`config.mk`:
```
export PLATFORM = sky130hd
export DESIGN_NAME = selftest_softreset_ctrl
export DESIGN_NICKNAME = d
export VERILOG_FILES = /design/src/rtl/selftest_softreset_pkg.sv /design/src/rtl/osr_decode.sv /design/src/rtl/selftest_softreset_ctrl.sv
export SDC_FILE = /design/constraint.sdc
export NUM_CORES = 1
export LEC_CHECK = 0
export BUFFER_PORTS_ARGS = -buffer_cell sky130_fd_sc_hd__buf_4
export CORE_ASPECT_RATIO = 1.25
export CORE_MARGIN = 2
export CORE_UTILIZATION = 25
export CTS_BUF_LIST = sky130_fd_sc_hd__clkbuf_16
export CTS_CLUSTER_DIAMETER = 50
export DETAILED_ROUTE_END_ITERATION = 8
export GPL_TIMING_DRIVEN = 0
export PLACE_DENSITY = 0.42
export REMOVE_ABC_BUFFERS = 1
export SYNTH_ARGS = -nofsm -noshare
export SYNTH_HDL_FRONTEND = slang
export SYNTH_SLANG_ARGS = --single-unit
```
`constraint.sdc`:
```
create_clock -name mclk -period 3.05 [get_ports mclk]
set_clock_uncertainty 0.2 [all_clocks]
set_input_delay 0.1525 -clock mclk [delete_from_list [all_inputs] [get_ports mclk]]
set_output_delay 0.1525 -clock mclk [all_outputs]
set_load 0.01 [all_outputs]
```
`src/rtl/selftest_softreset_pkg.sv`:
```
package selftest_softreset_pkg;
   // register map
   localparam logic [7:0] SELF_CHECK_SLEEP_CONFIG_ADDR = 8'h2B;
   localparam logic [7:0] ACTIVE_CTRL_ADDR             = 8'h2A;
   localparam logic [7:0] SELF_CHECK_SLEEP_CONFIG_RST  = 8'h00;
   // field positions inside the config and active control registers
   localparam int SELF_CHECK_BIT = 7;
   localparam int REBOOT_BIT     = 6;
   localparam int UNUSED_BIT     = 5;
   localparam int SLEEP_OSR_LSB  = 3;
   localparam int AUTO_SLEEP_BIT = 2;
   localparam int WAKE_OSR_LSB   = 0;
   localparam int ACTIVE_BIT     = 0;
   // writable bits; the unused position is masked out
   localparam logic [7:0] WRITE_MASK = 8'hDF;
   // timing: standby drain and boot durations
   localparam int CLK_MHZ          = 100;
   localparam int STANDBY_DRAIN_NS = 100;
   localparam int STANDBY_CYCLES   = (STANDBY_DRAIN_NS * CLK_MHZ + 999) / 1000;
   localparam int BOOT_NS          = 200;
   localparam int BOOT_CYCLES      = (BOOT_NS * CLK_MHZ + 999) / 1000;
   localparam int HOST_WAIT_US     = 1000;
   localparam int HOST_WAIT_CYCLES = HOST_WAIT_US * CLK_MHZ;
   localparam int CNT_W            = 8;
   // oversampling schemes
   typedef enum logic [1:0] {
      OSR_NORMAL    = 2'h0,
      OSR_LN_LP     = 2'h1,
      OSR_HIGH_RES  = 2'h2,
      OSR_LOW_POWER = 2'h3
   } osr_mode_t;
endpackage : selftest_softreset_pkg

```
`src/rtl/osr_decode.sv`:
```
`timescale 1ns/100ps
// turns a two-bit oversampling field into one-hot scheme selects
module osr_decode (
   input  wire logic [1:0] osrField,
   output logic            selNormal,
   output logic            selLowNoise,
   output logic            selHighRes,
   output logic            selLowPower
);
   // every code maps to exactly one scheme
   always_comb begin
      selNormal   = (osrField == selftest_softreset_pkg::OSR_NORMAL);
      selLowNoise = (osrField == selftest_softreset_pkg::OSR_LN_LP);
      selHighRes  = (osrField == selftest_softreset_pkg::OSR_HIGH_RES);
      selLowPower = (osrField == selftest_softreset_pkg::OSR_LOW_POWER);
   end
endmodule : osr_decode

```
`src/rtl/selftest_softreset_ctrl.sv`:
```
`timescale 1ns/100ps
module selftest_softreset_ctrl (
   input  wire logic       mclk,
   input  wire logic       sys_rst,
   input  wire logic       regWrEn,
   input  wire logic       regRdEn,
   input  wire logic [7:0] regAddr,
   input  wire logic [7:0] regWrData,
   output logic      [7:0] regRdData,
   input  wire logic       extResetPin,
   output logic            selfCheckActive,
   output logic            axisOffsetEn,
   output logic            autoSleepEn,
   output logic            deviceActive,
   output logic            standbyDone,
   output logic            rebootBusy,
   output logic            funcBlockReset,
   output logic            serialIfReset,
   output logic            sleepNormal,
   output logic            sleepLowNoise,
   output logic            sleepHighRes,
   output logic            sleepLowPower,
   output logic            wakeNormal,
   output logic            wakeLowNoise,
   output logic            wakeHighRes,
   output logic            wakeLowPower
);
   // sequencer phases: idle takes register writes, standby drains an
   // active device before the boot, boot holds the defaults and the
   // serial engines in reset for a fixed span
   typedef enum logic [1:0] {
      SEQ_IDLE,
      SEQ_STANDBY,
      SEQ_BOOT
   } seq_state_t;

   // every piece of state lives in one struct so reset and update stay in step
   typedef struct packed {
      logic [7:0]                                 cfg;
      logic                                       active;
      seq_state_t                                 state;
      logic [selftest_softreset_pkg::CNT_W-1:0]   cnt;
      logic                                       extPinPrev;
      logic [7:0]                                 rdData;
   } ctrl_t;

   ctrl_t s_q;
   ctrl_t s_d;

   // request strobes decoded from the bus and the pin
   logic rebootReq;
   logic extPulse;

   // reload values: the phases count down to zero, hence one less than the span
   localparam logic [7:0] STBY_CNT =
      8'(selftest_softreset_pkg::STANDBY_CYCLES - 1);
   localparam logic [7:0] BOOT_CNT =
      8'(selftest_softreset_pkg::BOOT_CYCLES - 1);

   // address match for the self-check and sleep configuration register
   function automatic logic isCfgAddr(input logic [7:0] addr);
      return (addr == selftest_softreset_pkg::SELF_CHECK_SLEEP_CONFIG_ADDR);
   endfunction : isCfgAddr

   // address match for the standby/active control register
   function automatic logic isActiveAddr(input logic [7:0] addr);
      return (addr == selftest_softreset_pkg::ACTIVE_CTRL_ADDR);
   endfunction : isActiveAddr

   // one step of a phase counter; callers stop at zero so it never wraps
   function automatic logic [7:0] countDown(input logic [7:0] cnt);
      return cnt - 8'h01;
   endfunction : countDown

   // readback mux; unmapped addresses give zero rather than stale data
   function automatic logic [7:0] readBack(input logic [7:0] addr,
                                           input logic [7:0] cfg,
                                           input logic       active);
      logic [7:0] value;
      value = 8'h00;
      if (isCfgAddr(addr)) begin
         value = cfg & selftest_softreset_pkg::WRITE_MASK;
      end else if (isActiveAddr(addr)) begin
         value = {7'h00, active};
      end else begin
         value = 8'h00;
      end
      return value;
   endfunction : readBack

   // rising edge of the external reset pin starts a reboot; the edge
   // detector idles low like the pin, so no false pulse follows reset
   assign extPulse = extResetPin & ~s_q.extPinPrev;
   // software request: write with the reboot bit set, any mode
   assign rebootReq = regWrEn
                    && isCfgAddr(regAddr)
                    && regWrData[selftest_softreset_pkg::REBOOT_BIT];

   // next-state logic for the register file and reboot sequencer
   always_comb begin
      s_d            = s_q;
      s_d.extPinPrev = extResetPin;
      s_d.rdData     = s_q.rdData;
      // read data is registered and stands until the next read strobe
      if (regRdEn) begin
         s_d.rdData = readBack(regAddr, s_q.cfg, s_q.active);
      end
      case (s_q.state)
         SEQ_IDLE: begin
            // writes land only while no reboot is underway; a write that
            // arrives mid-reboot is dropped so the defaults stay intact
            if (regWrEn && isCfgAddr(regAddr)) begin
               s_d.cfg = regWrData & selftest_softreset_pkg::WRITE_MASK;
            end else if (regWrEn && isActiveAddr(regAddr)) begin
               s_d.active = regWrData[selftest_softreset_pkg::ACTIVE_BIT];
            end
            // pin pulse and software request share one entry point; an
            // active device drains first, a standby one boots at once
            if (rebootReq || extPulse) begin
               s_d.cfg[selftest_softreset_pkg::REBOOT_BIT] = 1'b1;
               s_d.active = 1'b0;
               if (s_q.active) begin
                  s_d.state = SEQ_STANDBY;
                  s_d.cnt   = STBY_CNT;
               end else begin
                  s_d.state = SEQ_BOOT;
                  s_d.cnt   = BOOT_CNT;
               end
            end
         end
         SEQ_STANDBY: begin
            // let the measurement chain wind down before booting; the
            // active bit is held low so conversion cannot restart
            s_d.active = 1'b0;
            if (s_q.cnt == 8'h00) begin
               // standby reached, only now may the boot begin
               s_d.state = SEQ_BOOT;
               s_d.cnt   = BOOT_CNT;
            end else begin
               s_d.cnt = countDown(s_q.cnt);
            end
         end
         SEQ_BOOT: begin
            // defaults reload every cycle; the reboot bit stays set until
            // the end so it reads back 1 while the boot runs
            s_d.cfg    = selftest_softreset_pkg::SELF_CHECK_SLEEP_CONFIG_RST;
            s_d.cfg[selftest_softreset_pkg::REBOOT_BIT] = 1'b1;
            s_d.active = 1'b0;
            if (s_q.cnt == 8'h00) begin
               // boot finished: hardware clears the request bit
               s_d.state = SEQ_IDLE;
               s_d.cfg[selftest_softreset_pkg::REBOOT_BIT] = 1'b0;
            end else begin
               s_d.cnt = countDown(s_q.cnt);
            end
         end
         default: begin
            // unused encoding: fall back to idle rather than lock up
            s_d.state = SEQ_IDLE;
         end
      endcase
   end

   // single register stage for all state; the reset values match
   // what a finished boot leaves behind, so both paths agree
   always_ff @(posedge mclk) begin
      if (sys_rst) begin
         s_q.cfg        <= selftest_softreset_pkg::SELF_CHECK_SLEEP_CONFIG_RST;
         s_q.active     <= 1'b0;
         s_q.state      <= SEQ_IDLE;
         s_q.cnt        <= 8'h00;
         s_q.extPinPrev <= 1'b0;
         s_q.rdData     <= 8'h00;
      end else begin
         s_q <= s_d;
      end
   end

   // outputs from state flops
   assign regRdData       = s_q.rdData;
   assign selfCheckActive = s_q.cfg[selftest_softreset_pkg::SELF_CHECK_BIT];
   assign axisOffsetEn    = s_q.cfg[selftest_softreset_pkg::SELF_CHECK_BIT];
   assign autoSleepEn     = s_q.cfg[selftest_softreset_pkg::AUTO_SLEEP_BIT];
   assign deviceActive    = s_q.active;
   // standby is reported only once the drain phase is over
   assign standbyDone     = (s_q.state != SEQ_STANDBY) & ~s_q.active;
   // busy spans both phases so the host sees one unbroken reboot
   assign rebootBusy      = (s_q.state != SEQ_IDLE);
   assign funcBlockReset  = (s_q.state == SEQ_BOOT);
   // the serial engines are held in reset for the whole boot so half
   // received frames are dropped; the host must wait before talking
   assign serialIfReset   = (s_q.state == SEQ_BOOT);

   // sleep scheme decode
   osr_decode u_sleepDec (
      .osrField    (s_q.cfg[selftest_softreset_pkg::SLEEP_OSR_LSB +: 2]),
      .selNormal   (sleepNormal),
      .selLowNoise (sleepLowNoise),
      .selHighRes  (sleepHighRes),
      .selLowPower (sleepLowPower)
   );

   // wake scheme decode; same code table as the sleep field
   osr_decode u_wakeDec (
      .osrField    (s_q.cfg[selftest_softreset_pkg::WAKE_OSR_LSB +: 2]),
      .selNormal   (wakeNormal),
      .selLowNoise (wakeLowNoise),
      .selHighRes  (wakeHighRes),
      .selLowPower (wakeLowPower)
   );
endmodule : selftest_softreset_ctrl

```
**Word level (Yosys, flattened, before mapping)**

Cells that the tools add are included.

- Register bits: 28
- Input port bits: 21
- Output and inout port bits: 24
- Word-level logic and storage cells: 66

- Add/subtract/negate cells: 1
- Equality and inequality tests: 19
- Muxes and demuxes: 17
- Bitwise gates (word level): 4
- Reductions and logical operators: 18

Operators by type and width:

| kind | count |
|---|---|
| two-way mux 8 bit | 4 |
| case mux 8 bit (3 select lines) | 1 |
| == test 8 x 6 -> 1 bit (second input constant) | 2 |
| case mux 8 bit (2 select lines) | 1 |
| two-way mux 11 bit | 1 |
| == test 2 bit (second input constant) | 5 |
| two-way mux 10 bit | 1 |
| inequality test 3 bit (second input constant) | 3 |
| AND reduction 3 bit | 3 |
| logical NOT 8 bit | 1 |
| inequality test 2 bit (second input constant) | 4 |
| subtractor 8 x 1 -> 8 bit (second input constant) | 1 |
| == test 2 x 1 -> 1 bit (second input constant) | 3 |
| logical NOT 2 bit | 3 |
| case mux 2 bit (3 select lines) | 1 |
| nonzero test 2 bit | 3 |
| two-way mux 1 bit | 5 |
| two-way mux 2 bit | 2 |
| inequality test 2 x 1 -> 1 bit (second input constant) | 2 |
| AND reduction 2 bit | 2 |
| logical AND 1 bit | 3 |
| nonzero test 3 bit | 1 |
| AND 1 bit | 2 |
| inverter 1 bit | 2 |
| 3 further kinds | 3 |

**Longest topological paths before layout**

Gate-level depths: netlist of run 1.

- Depth in word-level cells: 6
- Gate-level depth with buffers: 7
- Mapped depth without buffers: 6

**Modules after synthesis**

Synthesis of run 1 repeated with hierarchy kept, for this count alone.

- Cell total of the unflattened synthesis: 191
- Area, all modules: 1572.8 um^2

Modules (own cells, without submodules):

| module | instances | cells each | area each (um^2) | seq. area each (um^2) |
|---|---|---|---|---|
| selftest_softreset_ctrl | 1 | 183 | 1520.2 | 520.5 |
| osr_decode | 2 | 4 | 26.3 | 0.0 |

**Worst setup path before layout of run 1**

OpenSTA, ideal clock, no wires.

- Path type: register to register
- Start point: register s_q[18] in the netlist's numbering
- End point: register s_q[16] in the netlist's numbering
- Setup time: 70 ps
- Arrival: 1851 ps
- Required time: 2780 ps
- Path slack: 928 ps
- Stages on the path, launching flop included: 7
- Path buffers: 0
- Clock period less this slack: 2122 ps
- Cells stage by stage: dfxtp_1 -> inv_1 -> ha_1 -> o21ai_0 -> a311oi_1 -> or4b_1 -> a21oi_1

- Cells in the longest elaborated chain, start to end: 3
- Elaborated cells between the ends (all ways): 8
- Classes of those cells: 4 x eq/ne; 1 x mux; 3 x reduce/logical

Ends and longest elaborated chain:

| what | RTL line | text |
|---|---|---|
| from (decl) | selftest_softreset_ctrl.sv:47 | `ctrl_t s_q;` |
| == test 2 bit (tied with other cells) | selftest_softreset_ctrl.sv:108 | `case (s_q.state)` |
| inequality test 2 bit (no line) or nonzero test 3 bit (tied branches) | n/a |  |
| AND reduction 3 bit (no line) | n/a |  |

Parallel ways exist; a longest one is shown, timed or not.
A chain may end at the register's enable or synchronous reset.

**Final worst setup path of run 1**

- Start point: register s_q[17] in the netlist's numbering
- End point: register s_q[16] in the netlist's numbering

The elaborated chain is that of the path after synthesis.

==> flow_summary.yaml, run 1 <==
worst_setup_path:
  crit_required_ps: 3050
  worstRegToRegCells: 6
  timing.rr.start: "s_q[17]"
  cp-end-kind: "flip-flop"
  crit_type: "flip-flop to flip-flop"
  cp.arrival_ps: 2710
  rr_endpoint: "s_q[16]"
  startpoint_type: "flip-flop"
  cpMaxStageDelayCell: "a311oi_1"
  path_cells: "inv_1 > ha_1 > o21ai_0 > a311oi_1 > or4b_1 > a21oi_1"
  path_max_fanout: 14
  cpPeakStageDelay_ps: 540
  r2r_slack_ps: 330
sta:
  setup_viol: 0
  setup_ws_ps: 333
  relSlewSlack_pct: 22.2
  rsz0062_at_grt: "false"
  finalHoldViolCount: 0
  layout_min_cycle_time_ps: 2720
  period_share_pct: 89.1
  fmax_ghz: 0.368
  worst_slew_pin_slew_ps: 1160
  drv_slew: 0
cells_and_area:
  diodes: 0
  final_core_util_pct: 33.9
  finalNonFillerCells: 312
  area_growth_pct: 31.5
  drive_above_1_share_pct: 22.5
  nets: 255
  design_area_um2: 2090
synth:
  synthArstFlopShare_pct: 0
  avgSynthCellArea_um2: 8.32
  synth_flop_cell: "dfxtp_1"
  synth_top_area_cell: "dfxtp_1"
  synth.area.top_cells: "dfxtp_1 (33%), a21oi_1 (5.0%), buf_4 (4.7%), ha_1 (4.7%), nor2_1 (4.5%)"
  yosysSeqAreaShare_pct: 32.8
  yosys_register_bits: 26
  synth_area_um2: 1590
  synth_cell_types: 49
  ys_warn_count: 0
  synthCells: 191
  synth_top_area_share_pct: 32.8
  synth-edff-count: 0
min_path:
  min_from: "regRdEn"
  hold_end: "regRdData[0]"
  hold_path.class: "input port to flip-flop"
  whs_path_depth: 3
global_route:
  grt_overflow: 0
  grt_pass1_vias: 1483
  grt_first_pass_wirelength_mm: 7.35
  antenna_found_initial: 0
  grt_util_all_layers_pct: 13.4
  grt_max_degree: 31
detailed_routing:
  wl_per_cell_um: 14.5
  vias: 1544
  ant_nets: 0
  drt_iter0_drc: 97
  firstDrtPassIters: 4
  drc: 0
  wirelength_mm: 4.54
  post_drt_via_cell_ratio: 4.95
die:
  start_util_pct: 25.8
  dieArea_um2: 7010
  coreArea_um2: 6170
  rows: 32
  die_y_um: 93.1
  num_io_pins: 45
  die_width_um: 75.3
clock_network:
  cts_buffers: 3
  htree_levels: 1
  cts.hold.buffers_added: 7
  cts_tree: "built"
  cts.path.max_buffers: 2
  cts_resized: 0
  clock_latency_ps: 260
  clk_pin_slew_ps: 70
  cts.sinks: 26
  cts_setup_buffers: 0
  cts-root-buf: "clkbuf_16"
placed_design:
  gp_congestion: 0.794
  dp_cells: 301
  dpl.hpwl_mm: 3.19
  numPortBuffers: 42
  dp_slack_ps: 395
  place_area_um2: 1910
outcome:
  outcome: "finished clean"
flow_run:
  drv_cap: 0
power_and_ir_drop:
  vdd_ir_drop_max_mv: 0.232
  total_power_mw: 1.07
  power.leakage_nw: 0.828
  power-per-cell-area_nw_per_um2: 510
==> layout make-up <==
type | instances | area [µm²]
repair buffers | 49 | 385
flip-flops and latches | 26 | 520
clock inverters | 1 | 30.0
clock buffers | 3 | 75.1
multi-input cells | 138 | 935
inverters | 10 | 37.5
well taps | 85 | 106
fillers | 672 | 4080
==> cell usage after synthesis (5+ instances only) <==
library cell and n:
inv_1 10, dfxtp_1 26, a21oi_1 16, nor2b_1 11, clkbuf_1 5, nor2_1 19, ha_1 6, a22oi_1 6
nand2b_1 7, buf_4 10, nand2_1 9, a311oi_1 5
==> metal layers <==
metal,up-vias,share of wire [%],track usage [%]
li1,760,-,-
met1,723,46,17.6
met2,57,47,22.9
met3,4,6.5,1.94
met4,0,0.77,3.07
met5,-,0,0
==> cell families after synthesis <==
logic type / after synthesis / share of synthesized area (%)
xor gates and xnor gates: 1 / 0.551
and+or+nand+nor: 72 / 25.5
DFF: 26 / 32.8
AOI/OAI and AO/OA: 54 / 24.8
adders and majority gates: 6 / 4.72
muxes: 4 / 2.52
buffers and inverters: 27 / 8.90
other: 1 / 0.236
==> sequential cells by signal, summed over array words and instances (netlist names) <==
register / flops
autoSleepEn: 1
axisOffsetEn: 1
regRdData: 7
s_q: 16
deviceActive: 1
==> critical path: cells and delay by family (launching register included) <==
kind                       cells  cell delay [ps]
and+or+nand+nor                1              490
AOI/OAI and AO/OA              3             1000
adders and majority gates      1              520
buffers and inverters          1              110
DFF                            1              330
==> worst max-delay path by stage <==
stage	from	to	slack (ps)	cells after the start
after detailed placement	s_q[17]	s_q[16]	390	6
after floorplan	s_q[17]	s_q[16]	710	6
final	s_q[17]	s_q[16]	330	6
after global placement	regAddr[4]	s_q[12]	-90	5
after CTS	s_q[17]	s_q[16]	340	6
after global routing	s_q[17]	s_q[16]	70	6
==> cell usage in the layout, fill, tap and decap left out, drive strengths merged, types with 3 or more instances in the layout <==
cell type,n
dlygate4sd3,7
nor2b,11
or4b,3
nor3,3
dfxtp,26
ha,6
clkbuf,3
buf,42
a22oi,6
a311oi,5
a211oi,3
inv,10
mux2i,4
and2,4
nand2b,7
nor4,3
nor2,19
a21oi,16
nand2,9
a31oi,4
==> power by group <==
group	internal [mW]	switching, mW
Combinational	0.124	0.176
Sequential	0.357	0.0192
Clock	0.261	0.128
==> stage by stage <==
stage / TNS (ps) / hold slack, ps
floorplan: 0 / 21.6
global placement: -85.9 / 182
detailed placement: 0 / 184
CTS: 0 / 22.7
global route: 0 / 31.6
finish: 0 / 27.1
Power figures use the tool's default switching activity.
==> run 2: changes to the inputs <==
--- a/config.mk
+++ b/config.mk
@@ -5,6 +5,7 @@
 export SDC_FILE = /design/constraint.sdc
 export NUM_CORES = 1
 export LEC_CHECK = 0
+export ABC_AREA = 1
 export BUFFER_PORTS_ARGS = -buffer_cell sky130_fd_sc_hd__buf_4
 export CORE_ASPECT_RATIO = 1.25
 export CORE_MARGIN = 2
==> run 2 against run 1 <==
  * Worst setup slack improved by 800 ps
  * Largest power group is now combinational cells
  * Sequential cell count did not move
  * Final cell count increased by 24%
  * Design area increased by 2.5%
  * First-iteration DRC count is 63% lower
  * Sequential share of layout area decreased by 0.60 points
  * Worst hold slack worse by 3.9 ps
  * Via count increased by 7.0%
  * Die area grew 8.1%
  * Clock-buffer cell count unchanged
==> flow_summary.yaml, run 2 <==
synth:
  synth_top_area_cell: "dfxtp_1"
  synthCells: 266
  yosysMostFrequentCell: "nand2_1"
  yosysSeqAreaShare_pct: 30.2
  synth_cell_types: 28
  yosys_register_bits: 26
  synthArstFlopShare_pct: 0
  synth.area.top_cells: "dfxtp_1 (30%), nand2_1 (12%), nor2_1 (10%), inv_1 (8.7%), nand3_1 (4.9%)"
  synth_flop_cell: "dfxtp_1"
  ys_warn_count: 0
  synthTopCellsByCount: "nand2_1 (57), nor2_1 (48), inv_1 (40)"
  synth_area_um2: 1720
  avgSynthCellArea_um2: 6.48
  synth_top_area_share_pct: 30.2
  synth-edff-count: 0
sta:
  relSlewSlack_pct: 60.0
  final.setup.tns_ps: 0
  finalHoldViolCount: 0
  rsz0062_at_grt: "false"
  setup_viol: 0
  fmax_ghz: 0.522
  period_share_pct: 62.8
  drv_slew: 0
  worst_slew_pin_slew_ps: 599
  layout_min_cycle_time_ps: 1910
worst_setup_path:
  path_max_fanout: 15
  timing.rr.start: "s_q[17]"
  path_delay_family: "adder cells"
  r2r_slack_ps: 1140
  cpPeakStageDelay_ps: 530
  crit_required_ps: 3010
  crit_type: "flip-flop to flip-flop"
  cpMaxStageDelayCell: "ha_1"
  worstRegToRegCells: 7
  startpoint_type: "flip-flop"
  cp.arrival_ps: 1880
  rr_endpoint: "s_q[23]"
  path_cells: "inv_1 > ha_1 > nand2_1 > nand2_2 > o21ai_0 > o21ai_1 > nor2_1"
  cp-end-kind: "flip-flop"
  path_buf_inv: 1
clock_network:
  cts.path.max_buffers: 2
  htree_levels: 1
  clock_latency_ps: 270
  clk_pin_slew_ps: 70
  cts.sinks: 26
  cts_buffers: 3
  cts_tree: "built"
  cts-root-buf: "clkbuf_16"
die:
  coreArea_um2: 6610
  die_width_um: 78.3
  die_y_um: 96.9
  num_io_pins: 45
  start_util_pct: 26.1
  rows: 33
  dieArea_um2: 7580
global_route:
  grt_util_all_layers_pct: 11.8
  antenna_found_initial: 0
  grt_pass1_vias: 1594
  top_usage_layer: "met2"
  met1_usage_pct: 14.7
  use_met2_pct: 20.8
  grt_max_degree: 19
  grt_overflow: 0
  grt_first_pass_wirelength_mm: 7.26
  use_met3_pct: 2.33
min_path:
  hold_end: "autoSleepEn"
  hold_path.class: "input port to flip-flop"
  whs_path_depth: 5
  min_from: "regWrData[2]"
outcome:
  outcome: "finished clean"
cells_and_area:
  area_growth_pct: 24.2
  diodes: 0
  largest-register: "s_q"
  nets: 328
  seqCellArea_um2: 520
  multi_input_area_um2: 923
  num-fill-cells: 772
  final_cell_mix: "nand2_1 (57), nor2_1 (48), buf_4 (42), inv_1 (40), dfxtp_1 (26)"
  largest_register_ffs: 16
  drive_above_1_share_pct: 20.7
  final_common_cell: "nand2_1"
placed_design:
  dpl.hpwl_mm: 3.23
  gp_congestion: 0.756
  numPortBuffers: 42
power_and_ir_drop:
  power-per-cell-area_nw_per_um2: 701
  vdd_ir_drop_max_mv: 0.232
  power.leakage_nw: 1.06
  total_power_mw: 1.50
detailed_routing:
  firstDrtPassIters: 4
  post_drt_via_cell_ratio: 4.27
  ant_nets: 0
  wirelength_mm: 4.23
  wl_per_cell_um: 10.9
  drt_iter0_drc: 36
  drc: 0
  vias: 1652
flow_run:
  drv_cap: 0
==> run 2: changes by cell type after synthesis, sizes merged, moves of 11 or more <==
cell,before,now
inv,10,41
nand2,9,65
nand3,2,18
nor2,19,52
nor2b,11,0
o21ai,2,20
==> run 2: layout make-up <==
class                           count  share of cell area (%)
Clock buffer                        3                    3.51
Inverter                           41                    7.19
Clock inverter                      1                   0.175
Timing Repair Buffer               46                    16.6
Tap cell                           87                    5.08
Sequential cell                    26                    24.3
Multi-Input combinational cell    183                    43.1
==> run 2: worst min-delay path, stage by stage <==
cell	delay [ps]
buf_4	110
inv_1	40
o21ai_0	50
o21ai_0	60
nor2_1	40
==> run 2: timing repair <==
item	in CTS	in global routing
gates resized for setup	0	0
endpoints found under the hold margin	14	0
hold buffers	4	0
buffers inserted	0	0
==> run 2: worst max-delay path by stage <==
| stage | start | end | depth (start not counted) |
|---|---|---|---|
| 5_1_grt | s_q[17] | axisOffsetEn | 7 |
| 3_5_place_dp | s_q[17] | s_q[21] | 7 |
| 6_report | s_q[17] | s_q[23] | 7 |
| 4_1_cts | s_q[17] | s_q[21] | 7 |
| 2_1_floorplan | s_q[17] | s_q[20] | 7 |
| 3_3_place_gp | s_q[17] | s_q[23] | 7 |
==> run 2: kinds of logic after synthesis <==
group / share of synthesized area, %
buffers and inverters: 16.3
and+or+nand+nor: 36.7
adders and majority gates: 4.35
xor gates and xnor gates: 1.02
DFF: 30.2
other: 0.217
AOI/OAI and AO/OA: 11.2
==> run 2: report_power, final <==
part,internal [mW],switching [mW]
combinational,0.288,0.446
sequential,0.404,0.0545
clock,0.176,0.131
==> run 2: layer usage <==
metal  part of all wire (%)  wire (µm)
met1                     46       1940
met2                     49       2080
met3                    4.4        188
met4                   0.64         27
met5                      0          0
==> run 2: metrics by stage <==
stage          hold slack (ps)  std cells  util (%)  setup slack (ps)  instance area, µm²
3_5_place_dp               181        379      30.6              1100                2020
6_report                  23.2        387      32.4              1140                2140
5_1_grt                   54.0        387      32.4               904                2140
3_3_place_gp               173        379      30.6              1090                2020
4_1_cts                   21.9        387      32.4              1080                2140
2_1_floorplan             21.6        250         -              1310                1600
